$ cat src/rtl/rtc_pkg.sv
// Constants shared by the interval countdown timer and its timebase.
// Assumes a single 125 MHz clock and a host on the same clock.
package rtc_pkg;

   // Timing
   localparam int          CLK_FREQ_HZ     = 125_000_000;
   localparam int          TIMEBASE_HZ     = 100_000;
   localparam int          TICK_CYCLES     = CLK_FREQ_HZ / TIMEBASE_HZ;

   // Widths
   localparam int          COUNT_W         = 24;
   localparam int          BYTE_W          = 8;
   localparam int          LEVEL_W         = 5;

   // Command word fields
   localparam int          CMD_INT_EN      = 0;
   localparam int          CMD_AUTO        = 1;
   localparam int          CMD_BCNT_LO     = 2;
   localparam int          CMD_SAMPLE      = 4;
   localparam int          CMD_SNAP        = 5;
   localparam int          CMD_PRESET      = 6;
   localparam int          CMD_RUN         = 7;

   // Status and reset values
   localparam logic [7:0]  STATUS_ONLINE   = 8'h01;
   localparam logic [3:0]  CTRL_RESET      = 4'h0;
   localparam logic [1:0]  UNIT_INVALID    = 2'h3;
   localparam logic [4:0]  LEVEL_MIN       = 5'h02;

   // Byte sequencer modes
   typedef enum logic [1:0] {
      SEQ_IDLE = 2'b00,
      SEQ_LOAD = 2'b01,
      SEQ_SNAP = 2'b10
   } seq_mode_e;

endpackage

$ cat src/rtl/interval_countdown_timer.sv
// Interval countdown timer on a programmed I/O channel.
// Assumes host strobes are one-cycle pulses on I_REF_CLK; straps are async.
`timescale 1ns/1ps
module interval_countdown_timer
   import rtc_pkg::*;
#(
   parameter int TICK_DIV = TICK_CYCLES
)(
   input  wire logic               I_REF_CLK,
   input  wire logic               I_RESETN,
   input  wire logic [1:0]         I_SLOT_CODE,
   input  wire logic [LEVEL_W-1:0] I_IRQ_LEVEL,
   input  wire logic [1:0]         I_UNIT,
   input  wire logic               I_COMMAND_OUT_OP,
   input  wire logic               I_STATUS_IN_OP,
   input  wire logic               I_DATA_BYTE_OUT_OP,
   input  wire logic               I_DATA_BYTE_IN_OP,
   input  wire logic [7:0]         I_WDATA,
   output logic [7:0]              O_RDATA,
   output logic                    O_RVALID,
   output logic                    O_IRQ,
   output logic [LEVEL_W-1:0]      O_IRQ_LEVEL,
   output logic [1:0]              O_UNIT_CODE
);

   // ***************************************************
   // Declarations
   // ***************************************************
   logic [1:0]         slot_s1;
   logic [1:0]         slot_s2;
   logic [LEVEL_W-1:0] lvl_s1;
   logic [LEVEL_W-1:0] lvl_s2;
   logic [1:0]         sync_vld;
   logic               strap_done;
   logic [3:0]         ctrl;
   logic               run;
   logic [COUNT_W-1:0] count;
   logic [COUNT_W-1:0] preset;
   logic [COUNT_W-1:0] shadow;
   logic [COUNT_W-1:0] snap;
   logic [1:0]         seq;
   seq_mode_e          mode;
   logic               tick;

   // ***************************************************
   // Strap capture
   // ***************************************************
   // Straps are pins, so two flops before use; sync_vld marks stage 2 filled
   always_ff @(posedge I_REF_CLK or negedge I_RESETN) begin
      if (!I_RESETN) begin
         sync_vld <= '0;
         slot_s1  <= '0;
         slot_s2  <= '0;
         lvl_s1   <= '0;
         lvl_s2   <= '0;
      end else begin
         sync_vld <= {sync_vld[0], 1'b1};
         slot_s1 <= I_SLOT_CODE;
         slot_s2 <= slot_s1;
         lvl_s1  <= I_IRQ_LEVEL;
         lvl_s2  <= lvl_s1;
      end
   end

   // Latch unit and level once, after the synchroniser settled
   always_ff @(posedge I_REF_CLK or negedge I_RESETN) begin
      if (!I_RESETN) begin
         strap_done  <= 1'b0;
         O_UNIT_CODE <= UNIT_INVALID;
         O_IRQ_LEVEL <= '0;
      end else if (!strap_done && sync_vld[1]) begin
         strap_done  <= 1'b1;
         O_UNIT_CODE <= slot_s2;
         O_IRQ_LEVEL <= lvl_s2;
      end
   end

   // ***************************************************
   // Access decode
   // ***************************************************
   // Slot 11 is not a legal position, so the unit never answers there
   wire sel      = strap_done && (O_UNIT_CODE != UNIT_INVALID)
                   && (I_UNIT == O_UNIT_CODE);
   wire cmd_wr   = sel && I_COMMAND_OUT_OP;
   wire stat_rd  = sel && I_STATUS_IN_OP && !I_COMMAND_OUT_OP;
   wire data_wr  = sel && I_DATA_BYTE_OUT_OP && !I_COMMAND_OUT_OP;
   wire data_rd  = sel && I_DATA_BYTE_IN_OP && !I_COMMAND_OUT_OP;
   // Levels 0 and 1 are reserved, so the request is withheld there
   wire lvl_ok   = (O_IRQ_LEVEL >= LEVEL_MIN);

   // Control bits seen by this command: fresh if sampled, else stored
   wire [3:0] next_ctrl = I_WDATA[CMD_SAMPLE] ? I_WDATA[3:0] : ctrl;
   wire [1:0] bcnt      = ctrl[CMD_BCNT_LO +: 2];
   wire       auto_rst  = ctrl[CMD_AUTO];
   wire       int_en    = ctrl[CMD_INT_EN];

   // ***************************************************
   // Timebase
   // ***************************************************
   rtc_timebase #(
      .DIVIDE   (TICK_DIV)
   ) u_timebase (
      .i_clk    (I_REF_CLK),
      .i_resetn (I_RESETN),
      .o_tick   (tick)
   );

   // Zero reached on this tick; start edge is not aligned, hence up to 1 tick early
   wire dec      = tick && run && (count != '0);
   wire zero_evt = dec && (count == COUNT_W'(1));

   // ***************************************************
   // Preset byte assembly
   // ***************************************************
   // Shift in MSB first; fewer bytes leave upper bytes zero
   wire [COUNT_W-1:0] next_shadow = {shadow[COUNT_W-BYTE_W-1:0], I_WDATA};
   wire               last_byte   = (seq + 2'd1 == bcnt);
   wire               load_done   = (mode == SEQ_LOAD) && data_wr
                                    && last_byte;

   // Snapshot byte for present step, MSB of the n-byte field first
   wire [1:0] snap_idx = bcnt - seq - 2'd1;
   wire [7:0] snap_byte = snap[snap_idx * BYTE_W +: BYTE_W];

   // ***************************************************
   // Command register
   // ***************************************************
   always_ff @(posedge I_REF_CLK or negedge I_RESETN) begin
      if (!I_RESETN) begin
         ctrl <= CTRL_RESET;
         run  <= 1'b0;
      end else if (cmd_wr) begin
         ctrl <= next_ctrl;
         run  <= I_WDATA[CMD_RUN];
      end
   end

   // ***************************************************
   // Byte sequencer
   // ***************************************************
   // A new preset or snapshot command restarts at the top byte
   always_ff @(posedge I_REF_CLK or negedge I_RESETN) begin
      if (!I_RESETN) begin
         mode   <= SEQ_IDLE;
         seq    <= 2'd0;
         shadow <= '0;
      end else if (cmd_wr && (I_WDATA[CMD_PRESET] || I_WDATA[CMD_SNAP])) begin
         mode   <= I_WDATA[CMD_PRESET] ? SEQ_LOAD : SEQ_SNAP;
         seq    <= 2'd0;
         shadow <= '0;
      end else begin
         case (mode)
            SEQ_LOAD: begin
               if (data_wr) begin
                  shadow <= next_shadow;
                  seq    <= seq + 2'd1;
                  if (last_byte || bcnt == 2'd0) begin
                     mode <= SEQ_IDLE;
                  end
               end
            end
            SEQ_SNAP: begin
               if (zero_evt) begin
                  mode <= SEQ_IDLE;
               end else if (data_rd) begin
                  seq <= seq + 2'd1;
                  if (last_byte || bcnt == 2'd0) begin
                     mode <= SEQ_IDLE;
                  end
               end
            end
            default: begin
               mode <= SEQ_IDLE;
            end
         endcase
      end
   end

   // ***************************************************
   // Counter, preset and snapshot
   // ***************************************************
   // Loading wins over the tick; the host asked for the new value
   always_ff @(posedge I_REF_CLK or negedge I_RESETN) begin
      if (!I_RESETN) begin
         count  <= '0;
         preset <= '0;
      end else if (load_done) begin
         count  <= next_shadow;
         preset <= next_shadow;
      end else if (zero_evt) begin
         count  <= auto_rst ? preset : '0;
      end else if (dec) begin
         count  <= count - COUNT_W'(1);
      end
   end

   // Snapshot copy leaves the counter alone
   always_ff @(posedge I_REF_CLK or negedge I_RESETN) begin
      if (!I_RESETN) begin
         snap <= '0;
      end else if (cmd_wr && I_WDATA[CMD_SNAP]) begin
         snap <= count;
      end
   end

   // ***************************************************
   // Host answers and interrupt
   // ***************************************************
   // Read data answers one cycle after the strobe
   always_ff @(posedge I_REF_CLK or negedge I_RESETN) begin
      if (!I_RESETN) begin
         O_RDATA  <= 8'h00;
         O_RVALID <= 1'b0;
      end else begin
         O_RVALID <= stat_rd || data_rd;
         if (stat_rd) begin
            O_RDATA <= STATUS_ONLINE;
         end else if (data_rd) begin
            O_RDATA <= (mode == SEQ_SNAP) ? snap_byte : 8'h00;
         end
      end
   end

   // One pulse per zero event, gated by enable and a legal level
   always_ff @(posedge I_REF_CLK or negedge I_RESETN) begin
      if (!I_RESETN) begin
         O_IRQ <= 1'b0;
      end else begin
         O_IRQ <= zero_evt && int_en && lvl_ok;
      end
   end

   // ***************************************************
   // Checks
   // ***************************************************
   property p_irq_cause;
      @(posedge I_REF_CLK) disable iff (!I_RESETN)
      O_IRQ |-> $past(zero_evt) && $past(int_en);
   endproperty
   a_irq_cause: assert property (p_irq_cause)
      else $error("irq without enabled zero event");

   property p_no_irq_dis;
      @(posedge I_REF_CLK) disable iff (!I_RESETN)
      (zero_evt && !int_en) |=> !O_IRQ;
   endproperty
   a_no_irq_dis: assert property (p_no_irq_dis)
      else $error("irq while disabled");

   property p_dec_step;
      @(posedge I_REF_CLK) disable iff (!I_RESETN)
      (dec && !zero_evt && !load_done) |=> count == $past(count) - COUNT_W'(1);
   endproperty
   a_dec_step: assert property (p_dec_step)
      else $error("count did not step by one");

   // A preset landing right after the zero event may move the count legally
   property p_hold_zero;
      @(posedge I_REF_CLK) disable iff (!I_RESETN)
      (zero_evt && !auto_rst && !load_done) |=> count == '0 ##1 (count == '0 || $past(load_done));
   endproperty
   a_hold_zero: assert property (p_hold_zero)
      else $error("count left zero without restart");

   property p_reload;
      @(posedge I_REF_CLK) disable iff (!I_RESETN)
      (zero_evt && auto_rst && !load_done) |=> count == $past(preset);
   endproperty
   a_reload: assert property (p_reload)
      else $error("auto restart missed preset");

   property p_stop;
      @(posedge I_REF_CLK) disable iff (!I_RESETN)
      (cmd_wr && !I_WDATA[CMD_RUN]) |=> !run [*2] or (cmd_wr ##1 1);
   endproperty
   a_stop: assert property (p_stop)
      else $error("counting not stopped");

   property p_sample;
      @(posedge I_REF_CLK) disable iff (!I_RESETN)
      (cmd_wr && !I_WDATA[CMD_SAMPLE]) |=> $stable(ctrl);
   endproperty
   a_sample: assert property (p_sample)
      else $error("ctrl bits changed without sample");

   property p_snap;
      @(posedge I_REF_CLK) disable iff (!I_RESETN)
      (cmd_wr && I_WDATA[CMD_SNAP]) |=> snap == $past(count);
   endproperty
   a_snap: assert property (p_snap)
      else $error("snapshot not taken");

   property p_snap_end;
      @(posedge I_REF_CLK) disable iff (!I_RESETN)
      (mode == SEQ_SNAP && zero_evt && !cmd_wr) |=> mode == SEQ_IDLE;
   endproperty
   a_snap_end: assert property (p_snap_end)
      else $error("snapshot mode survived zero");

   property p_status;
      @(posedge I_REF_CLK) disable iff (!I_RESETN)
      stat_rd |=> O_RVALID && O_RDATA == STATUS_ONLINE;
   endproperty
   a_status: assert property (p_status)
      else $error("status not on-line");

   property p_restart;
      @(posedge I_REF_CLK) disable iff (!I_RESETN)
      (cmd_wr && (I_WDATA[CMD_PRESET] || I_WDATA[CMD_SNAP])) |=> seq == 2'd0;
   endproperty
   a_restart: assert property (p_restart)
      else $error("sequencer not restarted");

endmodule // interval_countdown_timer

$ cat src/rtl/rtc_timebase.sv
// Free running divider producing the 100 kHz counting enable.
// Assumes one clock; nothing in the host path may stop it.
`timescale 1ns/1ps
module rtc_timebase
   import rtc_pkg::*;
#(
   parameter int DIVIDE = TICK_CYCLES
)(
   input  wire logic i_clk,
   input  wire logic i_resetn,
   output logic      o_tick
);

   localparam int          CW   = $clog2(DIVIDE);
   localparam logic [CW-1:0] LAST = CW'(DIVIDE - 1);

   logic [CW-1:0] cnt;
   wire           wrap = (cnt == LAST);

   // ***************************************************
   // Divider, never reset by commands
   // ***************************************************
   // One-cycle pulse every DIVIDE cycles
   always_ff @(posedge i_clk or negedge i_resetn) begin
      if (!i_resetn) begin
         cnt    <= '0;
         o_tick <= 1'b0;
      end else begin
         cnt    <= wrap ? '0 : cnt + 1'b1;
         o_tick <= wrap;
      end
   end

   property p_tick_period;
      @(posedge i_clk) disable iff (!i_resetn)
      o_tick |=> !o_tick;
   endproperty
   a_tick_period: assert property (p_tick_period)
      else $error("tick wider than one cycle");

endmodule // rtc_timebase

$ cat config.mk
export PLATFORM = sky130hd
export DESIGN_NAME = interval_countdown_timer
export DESIGN_NICKNAME = d
export VERILOG_FILES = /design/src/rtl/rtc_pkg.sv /design/src/rtl/interval_countdown_timer.sv /design/src/rtl/rtc_timebase.sv
export SDC_FILE = /design/constraint.sdc
export NUM_CORES = 1
export LEC_CHECK = 0
export BUFFER_PORTS_ARGS = -buffer_cell sky130_fd_sc_hd__buf_2
export CAP_MARGIN = 20
export CELL_PAD_IN_SITES_DETAIL_PLACEMENT = 0
export CELL_PAD_IN_SITES_GLOBAL_PLACEMENT = 1
export CORE_MARGIN = 2
export CORE_UTILIZATION = 44
export DETAILED_ROUTE_END_ITERATION = 6
export PLACE_DENSITY_LB_ADDON = 0.05
export SLEW_MARGIN = 20
export SYNTH_ARGS = -nofsm -noshare
export SYNTH_HDL_FRONTEND = slang
export SYNTH_HIERARCHICAL = 1
export SYNTH_SLANG_ARGS = --single-unit
$ cat constraint.sdc
create_clock -name I_REF_CLK -period 2.2 [get_ports I_REF_CLK]
set_input_delay 0.11 -clock I_REF_CLK [delete_from_list [all_inputs] [get_ports I_REF_CLK]]
set_output_delay 0.11 -clock I_REF_CLK [all_outputs]
set_load 0.02 [all_outputs]
; Word-level counts from Yosys, hierarchy flattened
; Index checks and enable logic that the tools add are counted.
[word_totals]
register_bits = 143
input_bits = 23
wordCells = 97
[classes]
add_sub_neg = 5
magnitude_cmp = 1
n_eq_ne = 11
shifts = 1
muxes = 23
reduce_logical = 35
[ops]
columns = operator, n
row1 = 24-bit 2-to-1 mux, 4
row2 = 16-bit 2-to-1 mux, 3
row3 = "24-bit by 1-bit equality test with 1-bit output, second input constant", 1
row4 = 8-bit 2-to-1 mux, 3
row5 = 24-bit nonzero test, 1
row6 = 24-bit by 6-bit variable part select with 8-bit output, 1
row7 = "24-bit by 1-bit subtractor with 24-bit output, second input constant", 1
row8 = 2-bit 2-to-1 mux, 10
row9 = 1-bit logical AND, 19
row10 = "11-bit by 1-bit adder with 11-bit output, second input constant", 1
row11 = "11-bit equality test, second input constant", 1
row12 = 11-bit 2-to-1 mux, 1
row13 = 2-bit case mux with 2 select lines, 2
row14 = "3-bit inequality test, second input constant", 2
row15 = 2-bit AND reduction, 3
row16 = 2-bit nonzero test, 3
row17 = 3-bit nonzero test, 2
row18 = "5-bit by 2-bit greater-or-equal comparator with 1-bit output, second input constant", 1
row19 = 2-bit equality test, 2
row20 = "4-bit inequality test, second input constant", 1
row21 = 4-bit AND reduction, 1
row22 = 1-bit logical OR, 3
row23 = "3-bit by 2-bit inequality test with 1-bit output, second input constant", 1
row24 = "2-bit by 1-bit adder with 2-bit output, second input constant", 1
row25 = 7 further kinds, 8

; Logic depth before layout (Yosys ltp)
; Gate-level depths: netlist (run 1).
[logic_depth]
depth_word = 9
mapped_depth = 9

; Modules after synthesis
; The synthesis (run 1) kept the hierarchy.
[modules_own_cells]
columns = mod, instances, cells_each, area_per_inst_um2, seq_area_each_um2
row1 = interval_countdown_timer, 1, 610, 6202.2, 3280.6
row2 = rtc_timebase, 1, 49, 559.3, 300.3

; Least setup slack after synthesis (run 1)
; OpenSTA, ideal clock, no wires.
[synth_path]
kind = flip-flop to flip-flop
from = register O_UNIT_CODE[0]
to = register snap[10]
setup_ps = 125
arrival_time_ps = 2107
path_slack_ps = -32
path_stages_with_launch = 7
path_cell_list = dfstp_2 and4bb_2 a22oi_1 nor2_1 nand2_1 buf_2 mux2_2
[synth_via]
elab_chain_cells = 5
[synth_rtl]
columns = item, line_no
row1 = "start, declared", interval_countdown_timer.sv:23  ; output logic [1:0] O_UNIT_CODE
row2 = "start signal, assigned", interval_countdown_timer.sv:73  ; O_UNIT_CODE <= slot_s2;
row3 = 2-bit inequality test, interval_countdown_timer.sv:82  ; wire sel = strap_done && (O_UNIT_CODE != UNIT_INVALID)
row4 = 1-bit logical AND, interval_countdown_timer.sv:82
row5 = 1-bit logical AND *, interval_countdown_timer.sv:83  ; && (I_UNIT == O_UNIT_CODE);
row6 = 1-bit logical AND *, interval_countdown_timer.sv:84  ; wire cmd_wr = sel && I_COMMAND_OUT_OP;
row7 = 1-bit logical AND *, interval_countdown_timer.sv:201  ; end else if (cmd_wr && I_WDATA[CMD_SNAP]) begin
row8 = "end signal, assigned", interval_countdown_timer.sv:202  ; snap <= count;
row9 = "end, declared", interval_countdown_timer.sv:40  ; logic [COUNT_W-1:0] snap;
; Every way passes the cells marked *; elsewhere a longest branch is shown, timed or not.
; A chain may end at the register's enable or synchronous reset.

; Final worst setup path (run 1)
[layout_path]
from = register count[18]
to = register count[4]
[layout_via]
elab_chain_cells = 5
[layout_rtl]
columns = item, line_no
row1 = "start, declared", interval_countdown_timer.sv:37  ; logic [COUNT_W-1:0] count;
row2 = "start signal, assigned", interval_countdown_timer.sv:188  ; count <= next_shadow;
row3 = "start signal, assigned", interval_countdown_timer.sv:191  ; count <= auto_rst ? preset : '0;
row4 = "start signal, assigned", interval_countdown_timer.sv:193  ; count <= count - COUNT_W'(1);
row5 = 24-bit nonzero test, interval_countdown_timer.sv:109  ; wire dec = tick && run && (count != '0);
row6 = 1-bit logical AND, interval_countdown_timer.sv:109
row7 = 1-bit logical AND, interval_countdown_timer.sv:110  ; wire zero_evt = dec && (count == COUNT_W'(1));
row8 = 24-bit 2-to-1 mux, interval_countdown_timer.sv:190  ; end else if (zero_evt) begin
row9 = 24-bit 2-to-1 mux, interval_countdown_timer.sv:187  ; end else if (load_done) begin
; Parallel ways exist; a longest one is shown, timed or not.

==> results.md, run 1 <==
* Worst reg2reg path endpoint: count[4]
* Final min period at approximately 2.3 ns
* Rows at 45
* First-pass GRT wire length at just under 30 mm
* Complex-gate fraction of the synthesized area at between 10% and 20%
* Crit start category: register
* Mean Syn Cell Area at 10.3 um^2
* Flop-to-flop setup slack at -0.10 ns
* Post-route ant nets at 0
* Fin worst setup slack at -0.101 ns
* Worst r2r src: count[18]
* Largest area contributor in the netlist: dfrtp_1
* Yosys Warn Count at 6
* CP startpoint: count[18]
* Final #Nets at between 800 and 900
* Max-Cap Viols at 0
* CP required at ~2.5 ns
* CTS Sinks at ~140
* Aggregate global routing overflow at 0
* Number of CTS-inserted buffers at 17
* Initial antenna violation count at 0
* Critical Path Sink: count[4]
* Multi-input logic area at a little over 3000 um^2
* Multiplexer share of the synthesized area at under 10%
* Final design utilization at between 50% and 60%
* Cell area power density at between 900 and 1000 nW/um^2
* Xor and xnor area share after synthesis at under 10%
* Slew @ Worst Pin at 0.686 ns
* Setup Viol. Count Final at 8
* Cells after Synth at approximately 660
* Fmax at 0.435 GHz
* Hold Crit Class: input port to register
* Root Buffer: clkbuf_16
* Crit Path Max Fanout at 6
* VDD IR max at roughly 0.57 mV
* Starting Density at approximately 45%
* Period utilisation layout at 105%
* Post-synth top area share at a little over half
* Ports at 40
* Worst slew margin at roughly 54%
* H-Tree Depth at 4
* Asr flop ratio synth at 100%
* Worst setup EP type: register
* Status: complete, but fails checks
* Worst-Skew Late Latency at between 0.4 and 0.5 ns
* Via density at approximately 5.7
* Pwr Total at approximately 8000 uW
* EDFF count, synth at 0
* Synth Area in Simple Gates at between 10% and 20%
* Hold Slack at about 0.035 ns
* Die height at roughly 130 um
* CTS clk-pin slew, worst paths at 0.06 ns
* Final wirelength at 18.6 mm
* Detailed Routing Iterations Pass 1 at 5
* Endpoints failing hold at 0
* Vias in the first global route at 5389
* Layout Skew at between 0.01 and 0.015 ns
* GP Congestion at between 0.9 and 1
* Post-synthesis adder-cell area fraction at 1.48%
* Syn_nets at 690
* Largest net degree at the start of global routing at 61
* Main area contributors after synthesis: dfrtp_1, nand2_1, mux2_2
* RSZ-0062 raised after global routing: true
* P&R area growth vs syn at 28.9%
* Register Area at roughly 3600 um^2
* Via count at 5606
* Chip Width at around 130 um
* Top-count cell post-synth: dfrtp_1
* R2R cell count at 8
* Final Max Slew Viols at 0
* CTS tree: yes
* Layout cell share with drive strength beyond 1 at 29.4%
* CTS Buffer Depth at 2
* Post-DP HPWL at 13.1 mm
* Core ar. at about 15000 um^2
* Fillers at around 1300
* Drt wl/cell at roughly 19 um
* DRT iter0 DRCs at 471
* Remaining DRCs at 0
* Most instantiated cells after synthesis: dfrtp_1, nand2_1, a21oi_1, nor2_1, mux2_2
* P_leak at between 0.003 and 0.004 uW
* Mapped cell area at between 6000 and 7000 um^2
* Port Buf Inserts at 39
* Total track usage at a little under a quarter
* Seq/Total Area, Yosys at a little over half
* Violated checks: negative setup slack
* Flops & latches, synth at 143
* Diodes inserted at 0
* Largest family of logic cells by synthesized area: simple AND/OR/NAND/NOR gates
* Count of cell types in the netlist at 66
* Die area at ~16000 um^2
* Critical Path AT at 2.64 ns
* Kind of critical path: register to register
* Top_reg_cell synth: dfrtp_1
[logic make-up after synthesis]
family                     after synthesis
and+or+nand+nor                        248
AOI/OAI and AO/OA                      152
DFF                                    143
buffers and inverters                   46
muxes                                   42
xor gates and xnor gates                19
adders and majority gates                8
other                                    1
[worst min path at each step]
stage | from | endpoint | slack, ns | cells after the start
after global routing | I_WDATA[5] | mode[1] | 0.06 | 3
after floorplan | I_RESETN | O_IRQ | -0.19 | 0
after detailed placement | I_RESETN | strap_done | 0.14 | 1
after global placement | I_RESETN | strap_done | 0.13 | 1
final | I_WDATA[5] | mode[1] | 0.03 | 3
after CTS | I_WDATA[2] | shadow[2] | 0.009 | 2
[report_power, final]
group          switching [uW]  internal (uW)  leakage, uW
Combinational             896            854      0.00186
Clock                    1140           2000     0.000311
Sequential                219           2910      0.00175
Total                    2260           5760      0.00391
[repair_timing]
item                                    4_1_cts  5_1_grt
endpoints found under the hold margin        74        1
gates resized for setup                      10       23
cloned                                        1        1
pin swaps                                     8       15
setup buffers                                 4        6
hold buffers                                 14        1
endpoints found under the setup margin       20       27
[metrics by stage]
| stage | cell area [um^2] | worst slack, ns | TNS, ns | cells |
|---|---|---|---|---|
| detailed placement | 7710 | -0.0974 | -0.380 | 926 |
| finish | 8710 | -0.101 | -0.218 | 983 |
| global placement | 7710 | -0.0538 | -0.0950 | 926 |
| CTS | 8590 | -0.0739 | -0.0860 | 977 |
| global route | 8710 | -0.174 | -1.83 | 983 |
| floorplan | 6760 | 0.00557 | 0 | 659 |
[registers in the layout (all words and copies together), names as in the netlist, 2 cells and up]
name / flops
O_IRQ_LEVEL: 5
O_RDATA: 8
O_UNIT_CODE: 2
count: 24
ctrl: 4
lvl_s1: 5
lvl_s2: 5
mode: 2
preset: 24
seq: 2
shadow: 16
slot_s1: 2
slot_s2: 2
snap: 24
sync_vld: 2
u_timebase/cnt: 11
[cells in the final DEF (no fill, tap or decap), types with 6 or more instances in the layout]
cell type and n:
dfrtp_1 141, nand2_1 122, buf_4 75, nor2_1 42
a21oi_1 40, buf_2 38, mux2_2 33, a22o_1 21
o21ai_0 21, nor3_1 19, clkbuf_16 17, dlygate4sd3_1 15
xor2_1 11, inv_1 10, o22ai_1 10, mux2i_1 9
nand3_1 9, buf_12 8, o21ai_1 7, or3_4 7
ha_1 7, xnor2_1 6, or3_1 6, a21oi_2 6
o31ai_1 6
[routing by layer]
metal | wire, um | GRT usage [%]
met2 | 8270 | 34.9
met1 | 8790 | 34.9
met3 | 1110 | 5.22
met4 | 438 | 8.27
met5 | 0 | 0
[layout make-up]
cell class | count | share of cell area [%]
Clock buffer | 21 | 5.40
Sequential cell | 143 | 41.1
Clock inverter | 11 | 2.05
Timing Repair Buffer | 140 | 12.7
Multi-Input combinational cell | 470 | 35.6
Tap cell | 188 | 2.70
Inverter | 10 | 0.431
[critical path, stage by stage (launching register included)]
cell     delay (ns)
dfrtp_1        0.38
or4_1          0.51
or4_4          0.44
nor4_4         0.16
buf_4          0.18
buf_12         0.12
and3_1         0.15
o21ai_0        0.07
a31oi_1        0.20
No activity file was read; power rests on OpenSTA's default activity.
==> run 2, diff against run 1 <==
Settings changed: SYNTH_HIERARCHICAL 1 to default.
==> run 2 against run 1 <==
Against the previous run: the flow still finishes with violations (negative setup slack); worst hold slack better by 0.0012 ns; combinational power decreased by 5%; die area is 1.6% lower; sequential cell count did not move; register-to-register slack improved by 0.098 ns; setup slack improved by 0.098 ns; largest cell class unchanged; highest routed layer unchanged.
==> results.md, run 2 <==
* Status: complete, but fails checks
* Violated checks: negative setup slack
* Die height at 127 um
* P_leak at a little under 0.004 uW
* Crit Path Max Fanout at 4
* CP required at ~2.5 ns
* Total track usage at 23.3%
* Top-count cell post-synth: dfrtp_1
* Critical Path AT at about 2.5 ns
* Diodes inserted at 0
* Endpoints failing hold at 0
* Worst-Skew Late Latency at ~0.42 ns
* Crit start category: register
* Post-Layout Cell Count at 956
* VDD IR max at around 0.58 mV
* Cell area power density at a little over 900 nW/um^2
* Layout Skew at between 0.009 and 0.01 ns
* Post-synth top area share at a little over half
* Rows at between 40 and 50
* Via density at roughly 5.6
* Fillers at 1219
* Setup TNS at -0.00348 ns
* CTS tree: yes
* Fmax at ~0.45 GHz
* Final min period at 2.20 ns
* Worst slew margin at a little under three fifths
* Top_reg_cell synth: dfrtp_1
* Largest regs: count (24), preset (24), snap (24)
* Pwr Total at approximately 7800 uW
* Slew @ Worst Pin at around 0.65 ns
* Mean Syn Cell Area at 10.4 um^2
* Remaining DRCs at 0
* Root Buffer: clkbuf_16
* Yosys Warn Count at 0
* Final Max Slew Viols at 0
* Multi-input logic area at approximately 3000 um^2
* Cell Count Post-Placement at 903
* Post-route ant nets at 0
* Commonest non-fill, non-tap cells in the layout: dfrtp_1, nand2_1, buf_4, nor2_1
* Port Buf Inserts at 39
* Detailed Routing Iterations Pass 1 at 6
* Count of cell types in the netlist at 65
* Most instantiated cells after synthesis: dfrtp_1, nand2_1, nor2_1
* EDFF count, synth at 0
* Aggregate global routing overflow at 0
* Ports at 40
* Period utilisation layout at 100%
* Largest area contributor in the netlist: dfrtp_1
* Layout cell share with drive strength beyond 1 at 30.2%
* Die area at between 15000 and 20000 um^2
* Syn_nets at between 600 and 700
* GP Congestion at 0.943
* Initial antenna violation count at 0
* RSZ-0062 raised after global routing: true
* Max-Cap Viols at 0
* CTS Sinks at ~140
* Seq/Total Area, Yosys at about 54%
* DRT iter0 DRCs at around 450
* CTS Buffer Depth at 2
* Vias in the first global route at about 5300
* Mapped cell area at 6650 um^2
* Fin worst setup slack at -0.00348 ns
* CTS clk-pin slew, worst paths at about 0.06 ns
* Final wirelength at 17.7 mm
* Starting Density at a little under half
* Via count at 5353
* Largest net degree at the start of global routing at 68
* Chip Width at 127 um
* Leading cell type in the layout, fill and taps excluded: dfrtp_1
* Drt wl/cell at around 19 um
* Cells after Synth at about 640
* P&R area growth vs syn at 28.9%
* Hold Crit Class: input port to register
* First-pass GRT wire length at between 20 and 30 mm
* Main area contributors after synthesis: dfrtp_1, nand2_1, mux2_2
* Core ar. at between 10000 and 15000 um^2
* Kind of critical path: register to register
* Post-DP HPWL at between 10 and 15 mm
* Asr flop ratio synth at 100%
* H-Tree Depth at 4
* Number of CTS-inserted buffers at 17
* Worst setup EP type: register
* Setup Viol. Count Final at 1
* Flops & latches, synth at 143
* Register Area at between 3000 and 4000 um^2
* Final #Nets at between 700 and 800
-- run 2: changes by cell type after synthesis, sizes merged, moves of 4 or more --
cell and delta:
a311oi +4, nand2 -15, nor3 -11, o22ai -5, o31ai -5, or3 -6, xnor2 +12
-- run 2: cells by family after synthesis --
| group | synth area share, % |
|---|---|
| mux | 7.13 |
| flops | 53.8 |
| simple gates | 16.1 |
| compound gates | 14.7 |
| fa+ha+maj | 1.50 |
| buf+inv | 3.08 |
| other cells | 0.0564 |
| xor+xnor | 3.56 |
-- run 2: layout make-up --
cell class                      count  area share, %
Clock buffer                       22           5.53
Multi-Input combinational cell    450           35.3
Timing Repair Buffer              138           12.7
Clock inverter                     10           1.59
Inverter                            9          0.394
Sequential cell                   143           41.8
Tap cell                          184           2.69
-- run 2: power breakdown --
part / switching, uW / total [uW] / internal (uW)
Clock: 1090 / 2960 / 1870
Combinational: 876 / 1660 / 785
Sequential: 240 / 3190 / 2950
Total: 2210 / 7810 / 5600
-- run 2: through the flow --
step / hold slack (ns) / area, um^2 / worst slack (ns) / util, %
final: 0.0360 / 8570 / -0.00348 / 58.5
after CTS: 0.0236 / 8360 / 0.00654 / 57.1
after global routing: 0.0472 / 8570 / -0.106 / 58.5
after global placement: 0.156 / 7590 / -0.0438 / 51.8
after floorplan: -0.186 / 6660 / 0.0147 / -
after detailed placement: 0.166 / 7590 / -0.0608 / 51.8
-- run 2: path summary, 6_finish.rpt --
kind,startpoint,endpoint,slack (ns),depth (start not counted)
setup / recovery,count[17],count[23],-0.003,7
hold / removal,I_WDATA[2],preset[2],0.04,3
setup reg to reg,count[17],count[23],-0.003,7
hold reg to reg,lvl_s1[3],lvl_s2[3],0.35,0
max in group asynchronous,I_RESETN,count[4],1.24,3
min in group asynchronous,I_RESETN,slot_s1[1],0.27,2
-- run 2: repair_timing --
| item | CTS | global route |
|---|---|---|
| setup buffers | 0 | 6 |
| pin swaps | 0 | 21 |
| resized for setup | 2 | 48 |
| hold buffers | 15 | 0 |
| endpoints found under the hold margin | 85 | 0 |
| setup endpoints to repair | 11 | 67 |
-- run 2: critical path: stages, from the launching register on --
cell and delay, ns:
dfrtp_1 0.38, or4_4 0.60, buf_6 0.16, or2_4 0.26, nor3_4 0.18, xnor2_1 0.09, a221o_1 0.29, a31oi_1 0.16
-- run 2: metal layers --
| metal | global-route usage (%) | wire (um) | share of wire [%] | up-vias |
|---|---|---|---|---|
| li1 | - | - | - | 2515 |
| met1 | 33.8 | 8400 | 47 | 2658 |
| met2 | 35.8 | 8090 | 46 | 156 |
| met3 | 4.60 | 1040 | 5.8 | 24 |
| met4 | 6.85 | 214 | 1.2 | 0 |
| met5 | 0 | 0 | 0 | - |
